**src/bdc_pkg.sv**
```systemverilog
package bdc_pkg;

    ////////////////////////////////////////////////////////////////////////////
    // Register map: register index, byte address is four times the index
    localparam int             ADDR_W          = 12;
    localparam logic [7:0]     IDX_CTRL_MAIN   = 8'hA3;
    localparam logic [7:0]     IDX_CTRL_LP     = 8'hAB;
    localparam logic [7:0]     IDX_IRQ_STATUS  = 8'hB0;
    localparam logic [7:0]     IDX_IRQ_ENABLE  = 8'hB1;
    localparam logic [7:0]     IDX_IRQ_CLEAR   = 8'hB2;
    localparam logic [7:0]     IDX_UNLOCK      = 8'hB3;

    ////////////////////////////////////////////////////////////////////////////
    // Field positions
    localparam int             MAIN_EN_BIT     = 7;
    localparam int             MAIN_THR_HI     = 6;
    localparam int             MAIN_THR_LO     = 4;
    localparam int             MAIN_EVT_BIT    = 3;
    localparam int             MAIN_RSTEN_BIT  = 2;
    localparam int             MAIN_RFLAG_BIT  = 1;
    localparam int             MAIN_STAT_BIT   = 0;
    localparam int             LP_MODE_HI      = 2;
    localparam int             LP_MODE_LO      = 1;
    localparam int             LP_FLT_BIT      = 0;
    localparam int             IRQ_FALL_BIT    = 0;
    localparam int             IRQ_RISE_BIT    = 1;

    ////////////////////////////////////////////////////////////////////////////
    // Codes and reset values
    localparam logic [1:0]     THR_2V2         = 2'h3;
    localparam logic [1:0]     THR_2V7         = 2'h2;
    localparam logic [1:0]     THR_3V7         = 2'h1;
    localparam logic [1:0]     THR_4V4         = 2'h0;
    localparam logic [1:0]     MODE_CONTINUOUS = 2'h0;
    localparam logic [1:0]     LP_MODE_RESET   = 2'h0;
    localparam logic           FLT_RESET       = 1'h0;
    localparam logic [1:0]     IRQ_RESET       = 2'h0;
    localparam logic [7:0]     UNLOCK_KEY1     = 8'hAA;
    localparam logic [7:0]     UNLOCK_KEY2     = 8'h55;
    localparam logic [2:0]     UNLOCK_WINDOW   = 3'h4;

    ////////////////////////////////////////////////////////////////////////////
    // Timing: periods in microseconds, counted in slow oscillator ticks
    localparam int             SLOW_OSC_KHZ    = 10;
    localparam int             LP1_PERIOD_US   = 1600;
    localparam int             LP2_PERIOD_US   = 6400;
    localparam int             LP3_PERIOD_US   = 25600;
    localparam int             LP1_TICKS       = LP1_PERIOD_US * SLOW_OSC_KHZ / 1000;
    localparam int             LP2_TICKS       = LP2_PERIOD_US * SLOW_OSC_KHZ / 1000;
    localparam int             LP3_TICKS       = LP3_PERIOD_US * SLOW_OSC_KHZ / 1000;
    localparam int             FAST_FILT_CYC   = 32;
    localparam int             SLOW_FILT_TICKS = 2;
    localparam int             BLANK_TICKS     = 3;

    typedef enum logic [2:0] {
        FILT_NONE = 3'b001,
        FILT_FAST = 3'b010,
        FILT_SLOW = 3'b100
    } bdc_filt_e;

endpackage : bdc_pkg

```
**src/bdc_brownout_ctrl.sv**
```systemverilog
`timescale 1ns/1ps
// Contract
// - Detector enable bit 7; detector output ignored 2-3 slow ticks after enabling.
// - Threshold bits 6:4: 11=2.2V, 10=2.7V, 01=3.7V, 00=4.4V.
// - Event flag bit 3 set on every threshold crossing, either direction.
// - Interrupt only while event flag, an enabled drop or rise status bit and global enable all set.
// - Reset enable bit 2: drop below threshold resets device when set.
// - Drop reset flag bit 1 set by a brown-out reset; software clears.
// - Status bit 0 shows supply below threshold, zero when detector disabled.
// - Enable, threshold and reset enable load from config byte after reset.
// - Event flag resets to 1 only if enabled, no reset-enable, supply low.
// - Both control registers change only through the timed write unlock.
// - Mode bits 2:1: continuous, or sampling every 1.6, 6.4, 25.6 ms.
// - Filter on, fast clock, continuous: change must persist 32 system clocks.
// - Otherwise with filter on, change must persist 2 slow oscillator ticks.
// - In power-down the output is always filtered by 2 slow ticks.
// - Filter bit 0 enables noise filter; zero after power-on reset.
// - Periodic modes detect pulses of 16/64/256 ticks, plus 2 filtered.
// - Continuous filtered: 32 system clocks, or 2 ticks in power-down/slow clock.
module bdc_brownout_ctrl #(
    parameter int LP1_PERIOD = bdc_pkg::LP1_TICKS,
    parameter int LP2_PERIOD = bdc_pkg::LP2_TICKS,
    parameter int LP3_PERIOD = bdc_pkg::LP3_TICKS
) (
    input  wire logic                        i_core_clk,
    input  wire logic                        i_reset,
    input  wire logic                        i_clk_en,
    input  wire logic                        i_psel,
    input  wire logic                        i_penable,
    input  wire logic                        i_pwrite,
    input  wire logic [bdc_pkg::ADDR_W-1:0]  i_paddr,
    input  wire logic [31:0]                 i_pwdata,
    output logic      [31:0]                 o_prdata,
    output logic                             o_pready,
    output logic                             o_pslverr,
    input  wire logic [7:0]                  i_nonvolatile_config_byte,
    input  wire logic                        i_power_on_reset,
    input  wire logic                        i_supply_below,
    input  wire logic                        i_slow_internal_osc,
    input  wire logic                        i_slow_osc_is_sysclk,
    input  wire logic                        i_power_down,
    input  wire logic                        i_global_irq_enable,
    output logic                             o_detector_power,
    output logic      [1:0]                  o_trip_select,
    output logic                             o_reset_req,
    output logic                             o_irq
);

    ////////////////////////////////////////////////////////////////////////////
    // Decode helpers

    function automatic logic reg_hit(input logic [bdc_pkg::ADDR_W-1:0] addr,
                                     input logic [7:0]                 idx);
        reg_hit = (addr == {2'h0, idx, 2'h0});
    endfunction : reg_hit

    function automatic logic [7:0] period_m1(input logic [1:0] mode);
        case (mode)
            2'h1:    period_m1 = 8'(LP1_PERIOD - 1);
            2'h2:    period_m1 = 8'(LP2_PERIOD - 1);
            default: period_m1 = 8'(LP3_PERIOD - 1);
        endcase
    endfunction : period_m1

    ////////////////////////////////////////////////////////////////////////////
    // Register state

    logic       detector_enable_ff;
    logic [2:0] threshold_select_ff;
    logic       event_flag_ff;
    logic       reset_on_drop_enable_ff;
    logic       drop_reset_flag_ff;
    logic [1:0] periodic_sample_mode_ff;
    logic       noise_filter_enable_ff;
    logic [1:0] irq_status_ff;
    logic [1:0] irq_enable_ff;
    logic       unlock_stage_ff;
    logic [2:0] unlock_cnt_ff;
    logic       accepted_ff;

    logic       pready_ff;
    logic [31:0] prdata_ff;
    logic       pslverr_ff;

    ////////////////////////////////////////////////////////////////////////////
    // Synchronisers for comparator and slow oscillator

    logic below_s1_ff, below_s2_ff;
    logic osc_s1_ff, osc_s2_ff, osc_s3_ff;
    logic slow_tick;

    always_ff @(posedge i_core_clk) begin
        if (i_clk_en) begin
            below_s1_ff <= i_supply_below;
            below_s2_ff <= below_s1_ff;
            osc_s1_ff   <= i_slow_internal_osc;
            osc_s2_ff   <= osc_s1_ff;
            osc_s3_ff   <= osc_s2_ff;
        end
    end

    assign slow_tick = osc_s2_ff & ~osc_s3_ff;

    ////////////////////////////////////////////////////////////////////////////
    // Bus access

    logic apb_wr;
    logic hit_main, hit_lp, hit_st, hit_en, hit_clr, hit_unl, hit_any;
    logic ta_open;
    logic wr_main, wr_lp;

    assign hit_main = reg_hit(i_paddr, bdc_pkg::IDX_CTRL_MAIN);
    assign hit_lp   = reg_hit(i_paddr, bdc_pkg::IDX_CTRL_LP);
    assign hit_st   = reg_hit(i_paddr, bdc_pkg::IDX_IRQ_STATUS);
    assign hit_en   = reg_hit(i_paddr, bdc_pkg::IDX_IRQ_ENABLE);
    assign hit_clr  = reg_hit(i_paddr, bdc_pkg::IDX_IRQ_CLEAR);
    assign hit_unl  = reg_hit(i_paddr, bdc_pkg::IDX_UNLOCK);
    assign hit_any  = hit_main | hit_lp | hit_st | hit_en | hit_clr | hit_unl;
    assign apb_wr   = i_clk_en & i_psel & i_penable & pready_ff & i_pwrite;
    assign ta_open  = (unlock_cnt_ff != 3'h0);
    assign wr_main  = apb_wr & hit_main & ta_open;
    assign wr_lp    = apb_wr & hit_lp & ta_open;

    // No wait state: read data and ready are registered in the setup cycle, so both leave flip-flops
    always_ff @(posedge i_core_clk) begin
        if (i_reset) begin
            pready_ff  <= 1'b0;
            prdata_ff  <= 32'h0000_0000;
            pslverr_ff <= 1'b0;
        end else if (i_clk_en) begin
            pready_ff  <= i_psel & ~i_penable;
            pslverr_ff <= i_psel & ~i_penable & ~hit_any;
            if (i_psel & ~i_penable) begin
                prdata_ff <= 32'h0000_0000;
                if (hit_main) begin
                    prdata_ff[7:0] <= {detector_enable_ff, threshold_select_ff,
                                       event_flag_ff, reset_on_drop_enable_ff,
                                       drop_reset_flag_ff, accepted_ff};
                end else if (hit_lp) begin
                    prdata_ff[2:0] <= {periodic_sample_mode_ff, noise_filter_enable_ff};
                end else if (hit_st) begin
                    prdata_ff[1:0] <= irq_status_ff;
                end else if (hit_en) begin
                    prdata_ff[1:0] <= irq_enable_ff;
                end
            end
        end
    end

    // Timed write unlock: two keys back to back open a short window
    always_ff @(posedge i_core_clk) begin
        if (i_reset) begin
            unlock_stage_ff <= 1'b0;
            unlock_cnt_ff   <= 3'h0;
        end else if (i_clk_en) begin
            if (apb_wr & hit_unl) begin
                unlock_stage_ff <= (i_pwdata[7:0] == bdc_pkg::UNLOCK_KEY1);
                if (unlock_stage_ff & (i_pwdata[7:0] == bdc_pkg::UNLOCK_KEY2)) begin
                    unlock_cnt_ff <= bdc_pkg::UNLOCK_WINDOW;
                end
            end else if (wr_main | wr_lp) begin
                unlock_cnt_ff <= 3'h0;
            end else if (ta_open) begin
                unlock_cnt_ff <= unlock_cnt_ff - 3'h1;
            end
        end
    end

    ////////////////////////////////////////////////////////////////////////////
    // Periodic sampling and enable blanking

    logic       enable_prev_ff;
    logic [1:0] blank_cnt_ff;
    logic [7:0] period_cnt_ff;
    logic       continuous;
    logic       sample_now;
    logic       raw_ff;

    assign continuous = (periodic_sample_mode_ff == bdc_pkg::MODE_CONTINUOUS);
    assign sample_now = continuous |
                        (slow_tick & (period_cnt_ff == period_m1(periodic_sample_mode_ff)));

    always_ff @(posedge i_core_clk) begin
        if (i_reset) begin
            enable_prev_ff   <= 1'b0;
            blank_cnt_ff     <= 2'h0;
            period_cnt_ff    <= 8'h00;
            raw_ff           <= 1'b0;
            o_detector_power <= 1'b0;
        end else if (i_clk_en) begin
            enable_prev_ff <= detector_enable_ff;
            if (detector_enable_ff & ~enable_prev_ff) begin
                blank_cnt_ff <= 2'(bdc_pkg::BLANK_TICKS);
            end else if (slow_tick & (blank_cnt_ff != 2'h0)) begin
                blank_cnt_ff <= blank_cnt_ff - 2'h1;
            end
            if (continuous | ~detector_enable_ff) begin
                period_cnt_ff <= 8'h00;
            end else if (slow_tick) begin
                period_cnt_ff <= (period_cnt_ff == period_m1(periodic_sample_mode_ff))
                                 ? 8'h00 : period_cnt_ff + 8'h01;
            end
            if (sample_now) begin
                raw_ff <= below_s2_ff;
            end
            // With the detector enabled, comparator is powered throughout continuous mode, else only in the last tick before a periodic sample
            o_detector_power <= detector_enable_ff & (continuous |
                (period_cnt_ff == period_m1(periodic_sample_mode_ff)));
        end
    end

    ////////////////////////////////////////////////////////////////////////////
    // Noise filter

    bdc_pkg::bdc_filt_e filt_sel;
    logic [4:0] filt_cnt_ff;
    logic       accept_now;
    logic       detect_live;

    always_comb begin
        if (noise_filter_enable_ff & ~i_slow_osc_is_sysclk & continuous & ~i_power_down) begin
            filt_sel = bdc_pkg::FILT_FAST;
        end else if (noise_filter_enable_ff | i_power_down) begin
            filt_sel = bdc_pkg::FILT_SLOW;
        end else begin
            filt_sel = bdc_pkg::FILT_NONE;
        end
    end

    assign detect_live = detector_enable_ff & enable_prev_ff & (blank_cnt_ff == 2'h0);

    always_comb begin
        accept_now = 1'b0;
        if (detect_live & (raw_ff != accepted_ff)) begin
            case (filt_sel)
                bdc_pkg::FILT_NONE: accept_now = 1'b1;
                bdc_pkg::FILT_FAST: accept_now = (filt_cnt_ff == 5'(bdc_pkg::FAST_FILT_CYC - 1));
                bdc_pkg::FILT_SLOW: accept_now = slow_tick &
                                     (filt_cnt_ff == 5'(bdc_pkg::SLOW_FILT_TICKS - 1));
                default:            accept_now = 1'b0;
            endcase
        end
    end

    always_ff @(posedge i_core_clk) begin
        if (i_reset) begin
            accepted_ff <= 1'b0;
            filt_cnt_ff <= 5'h00;
        end else if (i_clk_en) begin
            if (~detect_live) begin
                accepted_ff <= 1'b0;
                filt_cnt_ff <= 5'h00;
            end else if ((raw_ff == accepted_ff) | accept_now) begin
                accepted_ff <= raw_ff;
                filt_cnt_ff <= 5'h00;
            end else if ((filt_sel == bdc_pkg::FILT_FAST) |
                         ((filt_sel == bdc_pkg::FILT_SLOW) & slow_tick)) begin
                filt_cnt_ff <= filt_cnt_ff + 5'h01;
            end
        end
    end

    ////////////////////////////////////////////////////////////////////////////
    // Main control register

    logic cfg_below_reset;
    assign cfg_below_reset = i_nonvolatile_config_byte[bdc_pkg::MAIN_EN_BIT] &
                             ~i_nonvolatile_config_byte[bdc_pkg::MAIN_RSTEN_BIT] & below_s2_ff;

    always_ff @(posedge i_core_clk) begin
        if (i_reset) begin
            detector_enable_ff      <= i_nonvolatile_config_byte[bdc_pkg::MAIN_EN_BIT];
            threshold_select_ff     <= i_nonvolatile_config_byte[bdc_pkg::MAIN_THR_HI:
                                                                 bdc_pkg::MAIN_THR_LO];
            reset_on_drop_enable_ff <= i_nonvolatile_config_byte[bdc_pkg::MAIN_RSTEN_BIT];
            event_flag_ff           <= cfg_below_reset;
        end else if (i_clk_en) begin
            if (wr_main) begin
                detector_enable_ff      <= i_pwdata[bdc_pkg::MAIN_EN_BIT];
                threshold_select_ff     <= i_pwdata[bdc_pkg::MAIN_THR_HI:bdc_pkg::MAIN_THR_LO];
                reset_on_drop_enable_ff <= i_pwdata[bdc_pkg::MAIN_RSTEN_BIT];
            end
            // A crossing wins over a software clear in the same cycle
            if (accept_now) begin
                event_flag_ff <= 1'b1;
            end else if (wr_main) begin
                event_flag_ff <= i_pwdata[bdc_pkg::MAIN_EVT_BIT];
            end
        end
    end

    // Survives every reset except power-on; set by the reset this block caused
    always_ff @(posedge i_core_clk) begin
        if (i_reset) begin
            if (i_power_on_reset) begin
                drop_reset_flag_ff <= 1'b0;
            end else if (o_reset_req) begin
                drop_reset_flag_ff <= 1'b1;
            end
        end else if (i_clk_en & wr_main) begin
            drop_reset_flag_ff <= i_pwdata[bdc_pkg::MAIN_RFLAG_BIT];
        end
    end

    always_ff @(posedge i_core_clk) begin
        if (i_reset) begin
            o_reset_req   <= 1'b0;
            o_trip_select <= bdc_pkg::THR_4V4;
        end else if (i_clk_en) begin
            o_reset_req   <= detector_enable_ff & reset_on_drop_enable_ff & accepted_ff;
            o_trip_select <= threshold_select_ff[1:0];
        end
    end

    ////////////////////////////////////////////////////////////////////////////
    // Low-power control register

    always_ff @(posedge i_core_clk) begin
        if (i_reset) begin
            periodic_sample_mode_ff <= bdc_pkg::LP_MODE_RESET;
            if (i_power_on_reset) begin
                noise_filter_enable_ff <= bdc_pkg::FLT_RESET;
            end
        end else if (i_clk_en & wr_lp) begin
            periodic_sample_mode_ff <= i_pwdata[bdc_pkg::LP_MODE_HI:bdc_pkg::LP_MODE_LO];
            noise_filter_enable_ff  <= i_pwdata[bdc_pkg::LP_FLT_BIT];
        end
    end

    ////////////////////////////////////////////////////////////////////////////
    // Interrupt status, enable and clear

    logic [1:0] irq_set;
    assign irq_set = {accept_now & ~raw_ff, accept_now & raw_ff};

    always_ff @(posedge i_core_clk) begin
        if (i_reset) begin
            irq_status_ff <= bdc_pkg::IRQ_RESET;
            irq_enable_ff <= bdc_pkg::IRQ_RESET;
            o_irq         <= 1'b0;
        end else if (i_clk_en) begin
            irq_status_ff <= irq_set |
                             (irq_status_ff & ~((apb_wr & hit_clr) ? i_pwdata[1:0] : 2'h0));
            if (apb_wr & hit_en) begin
                irq_enable_ff <= i_pwdata[1:0];
            end
            o_irq <= i_global_irq_enable & event_flag_ff &
                     (|(irq_status_ff & irq_enable_ff));
        end
    end

    assign o_prdata  = prdata_ff;
    assign o_pready  = pready_ff;
    assign o_pslverr = pslverr_ff;
endmodule : bdc_brownout_ctrl

```
**config.mk**
```make
export PLATFORM = sky130hd
export DESIGN_NAME = bdc_brownout_ctrl
export DESIGN_NICKNAME = d
export VERILOG_FILES = /design/src/bdc_pkg.sv /design/src/bdc_brownout_ctrl.sv
export SDC_FILE = /design/constraint.sdc
export NUM_CORES = 1
export LEC_CHECK = 0
export BUFFER_PORTS_ARGS = -buffer_cell sky130_fd_sc_hd__buf_2
export CORE_MARGIN = 3
export CORE_UTILIZATION = 50
export CTS_CLUSTER_SIZE = 24
export DETAILED_ROUTE_END_ITERATION = 6
export PLACE_DENSITY = 0.79
export RECOVER_POWER = 25
export SYNTH_ARGS = -nofsm -noshare
export SYNTH_HDL_FRONTEND = slang
export SYNTH_SLANG_ARGS = --single-unit
```
**constraint.sdc**
```tcl
create_clock -name i_core_clk -period 2.05 [get_ports i_core_clk]
set_clock_uncertainty 0.05 [all_clocks]
set_input_delay 0.1025 -clock i_core_clk [delete_from_list [all_inputs] [get_ports i_core_clk]]
set_output_delay 0.1025 -clock i_core_clk [all_outputs]
set_load 0.02 [all_outputs]
```
==> metrics.md, run 1 <==
| Metric | Value |
|---|---|
| Status | completed |
| Count of state elements after synthesis | 56 |
| Register area | 0.00126 mm2 |
| Wirelength per Cell | 15.3 um |
| Full die area | 0.00722 mm2 |
| Layout cells sized above 1 | 0.241 |
| Clock buffer depth | 2 |
| Worst Path Max Fanout | 7 |
| Hold Crit Class | in -> reg |
| IO Count | 103 |
| Total GRT Usage | 0.194 |
| Drt via density | 5.62 |
| Antenna violations before repair | 0 |
| Clk root buf | clkbuf_8 |
| Leakage Power | 0.00141 uW |
| Total Power | 2200 uW |
| Dominant cell type by area after synthesis | dfxtp_1 |
| Antenna-violating nets left | 0 |
| Kind of critical path | reg -> reg |
| Synth warnings | 0 |
| CTS buffer count | 5 |
| Top cell type's share of synthesized area | 0.276 |
| Multi-input logic area | 0.00169 mm2 |
| Post-Route Utilization | 0.594 |
| Hpwl dp | 5470 um |
| Core ar. | 0.00599 mm2 |
| # port buffers | 51 |
| Routed WL | 7270 um |
| Synth Area per Inst | 9.28 um2 |
| Worst Max-Slew Pin Slew | 521 ps |
| Drt drc | 0 |
| Netlist cell types | 64 |
| CTS H-Tree Depth | 2 |
| Slew Limit Fails | 0 |
| Final global-route overflow total | 0 |
| Max-cap violations | 0 |
| Ys async rst share | 0 |
| CP Capture Type | register |
| Critical Path RT | 2200 ps |
| FILL cells | 519 |
| Clock Pin Slew Worst Setup and Hold Paths | 120 ps |
| Total number of vias | 2662 |
| Starting density of the core | 0.520 |
| Synthesized cell area | 0.00312 mm2 |
| Cell mode on critical path | nor2_1 |
| Vias in the first global route | 2488 |
| DRT Pass-1 Iters | 4 |
| Sequential share of the synthesized area | 0.401 |
| Worst rel slew slack | 0.651 |
| Most common cell in the netlist | dfxtp_1 |
| Die outline width | 85.0 um |
| Final Hold Fails | 0 |
| Setup violations, final | 0 |
| Ant. Diodes | 0 |
| Slowest stage cell, crit path | dfxtp_2 |
| DR iter-0 viols | 176 |
| First-pass GRT wire length | 11500 um |
| Row count | 28 |
| Final Net Count | 471 |
| Worst EP arrival | 2130 ps |
| F_max | 0.505 GHz |
| RSZ-0062 raised after global routing | yes |
| Area grow syn2layout | 14.2% |
| CTS tree | built |
| Crit path cell chain | inv_2 -> ha_4 -> or3b_4 -> a221oi_2 -> nor2_1 -> o21ai_2 -> nor2_1 |
| Post-synth top flop | dfxtp_1 |
| PD cells | 618 mW/mm2 |
| Final Critical Period | 1980 ps |
| Largest net degree at the start of global routing | 30 |
| Synth top area cells | dfxtp_1 (28%), edfxtp_1 (13%), buf_4 (5.8%) |
| Ratio of final minimum period to clock period | 0.966 |
| Worst VDD drop | 0.473 mV |
| Chip Height | 85.0 um |
| Final Wtd Congestion | 0.851 |
| Top cells by count, synth | dfxtp_1 (43), nor2_1 (35), buf_4 (24) |
| Cells after Synth | 336 |
| Clock sink count | 56 |
| Post-synth EDFFs | 13 |
| Clk_lat worst skew | 320 ps |
| Startpoint types | register |
| CP max stage delay | 380 ps |
## repair_timing
action / in CTS / in global routing
pin swaps: 1 / 13
setup buffers: 0 / 3
hold endpoints to repair: 2 / 0
hold buffers: 2 / 0
endpoints found under the setup margin: 7 / 11
resized for setup: 2 / 9
## flip-flops by register name, indices dropped and copies added (netlist names), 2 cells and up
| register | count |
|---|---|
| filt_cnt_ff | 5 |
| blank_cnt_ff | 2 |
| irq_status_ff | 2 |
| irq_enable_ff | 2 |
| period_cnt_ff | 8 |
| periodic_sample_mode_ff | 2 |
| threshold_select_ff | 3 |
| o_prdata | 8 |
| o_trip_select | 2 |
| unlock_cnt_ff | 3 |
## metal layers
metal / global-route usage / vias up / wire, um
met5: 0 / - / 0
met4: 0.0504 / 0 / 81
met3: 0.0340 / 13 / 581
met2: 0.348 / 105 / 3610
met1: 0.239 / 1256 / 2990
li1: - / 1288 / -
## layout by cell type, fill, tap and decap left out, types with 3 or more instances in the layout
master    Yosys  layout
o21ai_0      10      10
nand3b_1      6       6
o22ai_1       5       5
nand2b_1      3       3
a22oi_1       9       9
a21oi_1      15      15
nor3_1        6       6
clkbuf_1      4       6
dfxtp_2       0       4
mux2i_1      12      12
ha_1          9       8
nand2_1      23      23
nand4_1      10      10
nor2_1       35      34
xnor2_1       6       6
conb_1        1      24
nor2b_1       6       6
edfxtp_1     13      13
inv_1        18      16
buf_2         2      46
dfxtp_1      43      39
mux2_2        6       6
o21ai_2       3       3
a31oi_1       4       4
nor4bb_1      5       5
nand3_1       8       8
clkbuf_8      0       5
buf_4        24      11
and3_1        3       3
## path summary, 6_finish.rpt
kind                                         end  depth (start not counted)  slack [ps]                       start
worst min-delay path                       o_irq                          3          20         i_global_irq_enable
worst max register to register  period_cnt_ff[4]                          7          70  periodic_sample_mode_ff[1]
worst max-delay path            period_cnt_ff[4]                          7          70  periodic_sample_mode_ff[1]
worst min register to register       below_s2_ff                          0         380                 below_s1_ff
## critical path, delay by kind of cell, from the launching register on
kind                       cells  cell delay, ps
AOI/OAI and AO/OA              2             580
adders and majority gates      1             250
buffers and inverters          1              60
DFF                            1             380
and+or+nand+nor                3             530
## area by class of cell
class,count,area share
Multi-Input combinational cell,251,0.474
Sequential cell,56,0.353
Clock inverter,3,0.00738
Tap cell,75,0.0264
Timing Repair Buffer,65,0.0998
Clock buffer,5,0.0193
Inverter,19,0.0200
## report_power, final
group | internal [uW] | switching [uW]
Clock | 253 | 392
Sequential | 1180 | 30.0
Combinational | 128 | 217
Total | 1560 | 640
## cells by family (layout without fill, tap and decap cells)
family | after synthesis | count (layout) | synth area share
adders and majority gates | 9 | 9 | 0.0361
buffers and inverters | 52 | 92 | 0.0931
DFF | 56 | 56 | 0.401
other | 1 | 24 | 0.00120
xor gates and xnor gates | 7 | 7 | 0.0197
AOI/OAI and AO/OA | 65 | 65 | 0.145
and+or+nand+nor | 128 | 128 | 0.243
muxes | 18 | 18 | 0.0602
## stage by stage
stage	cell area (um2)	worst slack (ps)	hold WS, ps	instances	TNS, ps
6_report	3560	69.4	16.0	474	0
5_1_grt	3560	-25.6	16.8	474	-81.0
4_1_cts	3520	2.26	16.1	471	0
3_5_place_dp	3400	5.18	231	461	0
3_3_place_gp	3400	67.9	229	461	0
2_1_floorplan	3200	64.7	151	359	0
Power figures use the tool's default switching activity.
==> run 2: changes to the inputs <==
- CTS_BUF_LIST: default -> sky130_fd_sc_hd__clkbuf_4
==> run 2 against run 1 <==
  * Sequential power barely moved
  * Via count grew 2.4%
  * Critical path depth stayed put
  * Utilization is 2.7 points higher
  * Worst hold slack better by 18 ps
  * Flip-flop and latch count unchanged
  * Clock-buffer cell count did not move
==> metrics.md, run 2 (synthesized netlist as in run 1, its figures left out) <==
| Metric | Value |
|---|---|
| Hold depth | 4 (was 3) |
| Die outline width | 85.0 um (unchanged) |
| Final cell count without fillers | 493 (was 474) |
| CP max stage delay | 390 ps (was 380 ps) |
| Drt via density | 5.53 (was 5.62) |
| Worst Max-Slew Pin Slew | 522 ps (was 521 ps) |
| Kind of critical path | reg -> reg (unchanged) |
| Hold Crit Endpoint | o_prdata[2] (was o_irq) |
| Worst r2r dst | period_cnt_ff[4] (unchanged) |
| Starting density of the core | 0.520 (unchanged) |
| DRT Pass-1 Iters | 6 (was 4) |
| Leakage Power | 0.00148 uW (was 0.00141 uW) |
| Final Critical Period | 2020 ps (was 1980 ps) |
| Hpwl dp | 5470 um (unchanged) |
| FILL cells | 499 (was 519) |
| Clk pwr share | 0.249 (was 0.293) |
| Worst EP arrival | 2260 ps (was 2130 ps) |
| PD cells | 566 mW/mm2 (was 618 mW/mm2) |
| Row count | 28 (unchanged) |
| Net Sw Frac | 0.299 (was 0.291) |
| Setup violations, final | 0 (unchanged) |
| Slew Limit Fails | 0 (unchanged) |
| Share of power burned in registers | 0.574 (was 0.550) |
| Max-cap violations | 0 (unchanged) |
| CTS H-Tree Depth | 2 (unchanged) |
| RSZ-0062 raised after global routing | yes (unchanged) |
| Total number of vias | 2727 (was 2662) |
| Largest net degree at the start of global routing | 30 (unchanged) |
| F_max | 0.496 GHz (was 0.505 GHz) |
| Full die area | 0.00722 mm2 (unchanged) |
| Final Net Count | 490 (was 471) |
| Critical Path RT | 2290 ps (was 2200 ps) |
| Vias in the first global route | 2553 (was 2488) |
| Cell mode on critical path | nor2_1 (unchanged) |
| CTS tree | built (unchanged) |
| Hold Crit Class | in -> reg (unchanged) |
| Startpoint types | register (unchanged) |
| Final WS setup | 32.7 ps (was 69.4 ps) |
| Antenna violations before repair | 0 (unchanged) |
| Ratio of final minimum period to clock period | 0.984 (was 0.966) |
| Wirelength per Cell | 15.3 um (about the same) |
| Crit path cell chain | inv_1 -> ha_4 -> or3b_4 -> a221oi_2 -> nor2_1 -> o21ai_2 -> nor2_1 (was inv_2 -> ha_4 -> or3b_4 -> a221oi_2 -> nor2_1 -> o21ai_2 -> nor2_1) |
| CP Depth | 7 (unchanged) |
| Worst Path Max Fanout | 7 (unchanged) |
| Power Internal | 1480 uW (was 1560 uW) |
| Worst VDD drop | 0.467 mV (was 0.473 mV) |
| Switch Pwr | 630 uW (was 640 uW) |
| Multi-input logic area | 0.00169 mm2 (about the same) |
| IO Count | 103 (unchanged) |
| Worst r2r src | periodic_sample_mode_ff[0] (was periodic_sample_mode_ff[1]) |
| Drt drc | 0 (unchanged) |
| Status | completed (unchanged) |
| Core ar. | 0.00599 mm2 (unchanged) |
| Commonest non-fill, non-tap cell in the layout | buf_2 (unchanged) |
| Final Hold Fails | 0 (unchanged) |
| Clk_lat worst skew | 400 ps (was 320 ps) |
| Layout cells sized above 1 | 0.237 (was 0.241) |
| Antenna-violating nets left | 0 (unchanged) |
| Worst path top cell family by delay | compound AO/OA/AOI/OAI gates (unchanged) |
| Post-Route Utilization | 0.622 (was 0.594) |
| DR iter-0 viols | 191 (was 176) |
| Total Power | 2110 uW (was 2200 uW) |
| Combinational share of power | 0.178 (was 0.157) |
| Cells after DPL | 461 (unchanged) |
| Worst Path Buf+Inv | 1 (unchanged) |
| Area grow syn2layout | 19.4% (was 14.2%) |
| Worst R2R Path Depth | 7 (unchanged) |
| CTS buffer count | 5 (unchanged) |
| Final Wtd Congestion | 0.851 (unchanged) |
| # port buffers | 51 (unchanged) |
| Clock sink count | 56 (unchanged) |
| Slowest stage cell, crit path | dfxtp_2 (unchanged) |
| Ant. Diodes | 0 (unchanged) |
| Placement Setup Slack | 5.18 ps (unchanged) |
| Final global-route overflow total | 0 (unchanged) |
| Total GRT Usage | 0.199 (was 0.194) |
| Chip Height | 85.0 um (unchanged) |
| Clock Pin Slew Worst Setup and Hold Paths | 180 ps (was 120 ps) |
| Routed WL | 7560 um (was 7270 um) |
| Most frequent cells in the layout | buf_2 (48), dfxtp_1 (39), nor2_1 (34) (was buf_2 (46), dfxtp_1 (39), nor2_1 (34)) |
| Register area | 0.00126 mm2 (unchanged) |
| HP Start | i_penable (was i_global_irq_enable) |
| First-pass GRT wire length | 11800 um (was 11500 um) |
| Clk root buf | clkbuf_4 (was clkbuf_8) |
| Clock buffer depth | 2 (unchanged) |
| CP Capture Type | register (unchanged) |
| Worst reg2reg setup slack | 30 ps (was 70 ps) |
| Worst rel slew slack | 0.650 (was 0.651) |
run 2: tightest hold or removal path: stages:
cell     delay [ps]
buf_2           110
nor2_1           80
nand3_1         100
a21oi_1          70
run 2: how the worst max path moves through the flow:
stage	from	end	slack, ps
after floorplan	o_pready	drop_reset_flag_ff	60
after global placement	periodic_sample_mode_ff[0]	period_cnt_ff[6]	70
after detailed placement	periodic_sample_mode_ff[1]	period_cnt_ff[7]	5
after CTS	periodic_sample_mode_ff[1]	period_cnt_ff[7]	20
after global routing	periodic_sample_mode_ff[0]	period_cnt_ff[0]	-100
final	periodic_sample_mode_ff[0]	period_cnt_ff[4]	30
run 2: metal layers:
layer / global-route usage / wire length (um) / vias to the layer above
li1: - / - / 1337
met1: 0.248 / 3140 / 1280
met2: 0.357 / 3840 / 97
met3: 0.0320 / 482 / 13
met4: 0.0475 / 108 / 0
met5: 0 / 0 / -
run 2: area by class of cell:
class / count / area share
clock inverter: 3 / 0.00706
clock buffer: 5 / 0.0101
sequential: 56 / 0.337
multi-input combinational: 251 / 0.455
timing repair buffer: 84 / 0.147
inverter: 19 / 0.0192
tap: 75 / 0.0252
run 2: power groups by stage:
stage	sequential, uW	clock [uW]	combinational, uW
finish	1210	525	374
detailed placement	1230	0	338
floorplan	1230	0	261
global route	1220	572	414
CTS	1210	532	371
global placement	1230	0	326
run 2: through the flow:
step,TNS [ps],instance area [um2],hold WS [ps]
2_1_floorplan,0,3200,151
3_3_place_gp,0,3400,229
3_5_place_dp,0,3400,231
4_1_cts,0,3670,22.9
5_1_grt,-690,3720,53.2
6_report,0,3720,33.9
run 2: what timing repair did:
action                     in CTS  in global routing
resized for setup               2                  9
setup endpoints to repair       7                 11
hold buffers                   20                  0
pin swaps                       2                 15
hold endpoints to repair       19                  0
setup buffers                   0                  4
==> run 3: changes to the inputs <==
- REMOVE_ABC_BUFFERS: default -> 1
- SETUP_SLACK_MARGIN: default -> 0.15
==> run 3 against run 2 <==
  * Utilization is 1.9 points higher
  * Non-clock buffer count is 6 higher
  * Register-to-register slack hardly changed
  * Largest power group unchanged
  * Sequential power hardly changed
  * First-iteration DRC count is 14% higher
  * Largest cell class unchanged
==> metrics.md, run 3 (synthesized netlist as in run 1, its figures left out) <==
| Metric | Value |
|---|---|
| Max-cap violations | 0 (unchanged) |
| CTS buffer count | 5 (unchanged) |
| HP Start | i_penable (unchanged) |
| Share of power burned in registers | 0.571 (was 0.574) |
| Slew Limit Fails | 0 (unchanged) |
| Worst EP arrival | 2290 ps (was 2260 ps) |
| First-pass GRT wire length | 12200 um (was 11800 um) |
| Total number of vias | 2808 (was 2727) |
| Antenna-violating nets left | 0 (unchanged) |
| Worst VDD drop | 0.469 mV (was 0.467 mV) |
| FILL cells | 490 (was 499) |
| Antenna violations before repair | 0 (unchanged) |
| Hold Crit Class | in -> reg (unchanged) |
| Ant. Diodes | 0 (unchanged) |
| Vias in the first global route | 2678 (was 2553) |
| Final cell count without fillers | 499 (was 493) |
| Worst Max-Slew Pin Slew | 828 ps (was 522 ps) |
| Setup crit start | filt_cnt_ff[1] (was periodic_sample_mode_ff[0]) |
| Commonest non-fill, non-tap cell in the layout | buf_2 (unchanged) |
| Drt via density | 5.63 (was 5.53) |
| Final Hold Fails | 0 (unchanged) |
| Status | completed (unchanged) |
| PD cells | 551 mW/mm2 (was 566 mW/mm2) |
| Final global-route overflow total | 0 (unchanged) |
| Critical Path RT | 2330 ps (was 2290 ps) |
| Final Net Count | 496 (was 490) |
| Clk root buf | clkbuf_4 (unchanged) |
| Core ar. | 0.00599 mm2 (unchanged) |
| Kind of critical path | reg -> reg (unchanged) |
| Power Internal | 1480 uW (about the same) |
| Register area | 0.00126 mm2 (about the same) |
| Wirelength per Cell | 15.5 um (was 15.3 um) |
| Drt drc | 0 (unchanged) |
| Clock buffer depth | 2 (unchanged) |
| Clk_lat worst skew | 400 ps (about the same) |
| Chip Height | 85.0 um (unchanged) |
| Final WS setup | 47.2 ps (was 32.7 ps) |
| RSZ-0062 raised after global routing | yes (unchanged) |
| Layout cells sized above 1 | 0.271 (was 0.237) |
| Starting density of the core | 0.520 (unchanged) |
| Hpwl dp | 5290 um (was 5470 um) |
| Final Wtd Congestion | 0.824 (was 0.851) |
| Area grow syn2layout | 23.1% (was 19.4%) |
| Startpoint types | register (unchanged) |
| Routed WL | 7750 um (was 7560 um) |
| Clock sink count | 56 (unchanged) |
| Total GRT Usage | 0.207 (was 0.199) |
| CTS tree | built (unchanged) |
| Full die area | 0.00722 mm2 (unchanged) |
| Hold depth | 4 (unchanged) |
| Leakage Power | 0.00152 uW (was 0.00148 uW) |
| Worst r2r src | filt_cnt_ff[1] (was periodic_sample_mode_ff[0]) |
| Switch Pwr | 633 uW (was 630 uW) |
| Hold Crit Endpoint | o_pslverr (was o_prdata[2]) |
| Worst rel slew slack | 0.448 (was 0.650) |
| Cells after DPL | 464 (was 461) |
| DR iter-0 viols | 218 (was 191) |
| # port buffers | 51 (unchanged) |
| Placement Setup Slack | 22.1 ps (was 5.18 ps) |
| Ratio of final minimum period to clock period | 0.977 (was 0.984) |
| Worst r2r dst | irq_status_ff[1] (was period_cnt_ff[4]) |
| Most frequent cells in the layout | buf_2 (46), dfxtp_1 (39), nor2_1 (31) (was buf_2 (48), dfxtp_1 (39), nor2_1 (34)) |
| Final Critical Period | 2000 ps (was 2020 ps) |
| IO Count | 103 (unchanged) |
| Combinational share of power | 0.183 (was 0.178) |
| Worst Path Max Fanout | 5 (was 7) |
| Die outline width | 85.0 um (unchanged) |
| CP Capture Type | register (unchanged) |
| Clk pwr share | 0.246 (was 0.249) |
| Largest net degree at the start of global routing | 20 (was 30) |
| CTS H-Tree Depth | 2 (unchanged) |
| Setup violations, final | 0 (unchanged) |
| Row count | 28 (unchanged) |
| DRT Pass-1 Iters | 4 (was 6) |
| Multi-input logic area | 0.00176 mm2 (was 0.00169 mm2) |
| F_max | 0.499 GHz (was 0.496 GHz) |
| Net Sw Frac | 0.300 (was 0.299) |
| Clock Pin Slew Worst Setup and Hold Paths | 180 ps (about the same) |
| Worst R2R Path Depth | 7 (unchanged) |
| Worst reg2reg setup slack | 50 ps (was 30 ps) |
[run 3: repair_timing]
action | 4_1_cts | 5_1_grt
endpoints found under the setup margin | 14 | 19
endpoints found under the hold margin | 14 | 0
resized for setup | 12 | 19
pin swaps | 7 | 9
buffers inserted | 6 | 3
hold buffers | 18 | 0
[run 3: worst max-delay path by stage]
stage / cells past startpoint / slack, ps / to
floorplan: 5 / 60 / drop_reset_flag_ff
global placement: 7 / 50 / period_cnt_ff[1]
detailed placement: 7 / 20 / period_cnt_ff[0]
CTS: 8 / 140 / period_cnt_ff[0]
global route: 7 / -60 / irq_status_ff[1]
finish: 7 / 50 / irq_status_ff[1]
[run 3: per-stage QoR]
| step | utilization | setup TNS, ps | area (um2) | hold WS, ps | total power, uW |
|---|---|---|---|---|---|
| 3_3_place_gp | 0.572 | 0 | 3420 | 229 | 1560 |
| 3_5_place_dp | 0.572 | 0 | 3420 | 231 | 1570 |
| 2_1_floorplan | - | 0 | 2990 | 121 | 1440 |
| 6_report | 0.641 | 0 | 3840 | 18.8 | 2110 |
| 5_1_grt | 0.641 | -113 | 3840 | 17.4 | 2210 |
| 4_1_cts | 0.624 | 0 | 3740 | 10.5 | 2110 |
[run 3: critical path, stage by stage (launching register included)]
cell and delay [ps]:
dfxtp_4 400, inv_4 60, ha_4 110, or4b_4 490, o21ai_4 140, o211a_1 300
nand4b_1 190, a21oi_1 210
[run 3: power groups by stage]
stage	clock network (uW)	logic, uW	registers (uW)
after floorplan	0	205	1230
after global placement	0	330	1230
after detailed placement	0	339	1230
after CTS	533	372	1210
after global routing	570	426	1210
final	521	386	1210
[run 3: cell type report]
cell class	instances	area share
repair buffers	90	0.153
clock buffers	5	0.00978
well taps	75	0.0244
flip-flops and latches	56	0.329
inverters	19	0.0192
clock inverters	3	0.00652
multi-input cells	251	0.459
[run 3: per-layer routing]
metal,vias to the layer above,wire length [um],global-route usage
met5,-,0,0
met4,0,179,0.0590
met3,20,516,0.0408
met2,118,3860,0.359
met1,1325,3190,0.260
li1,1345,-,-
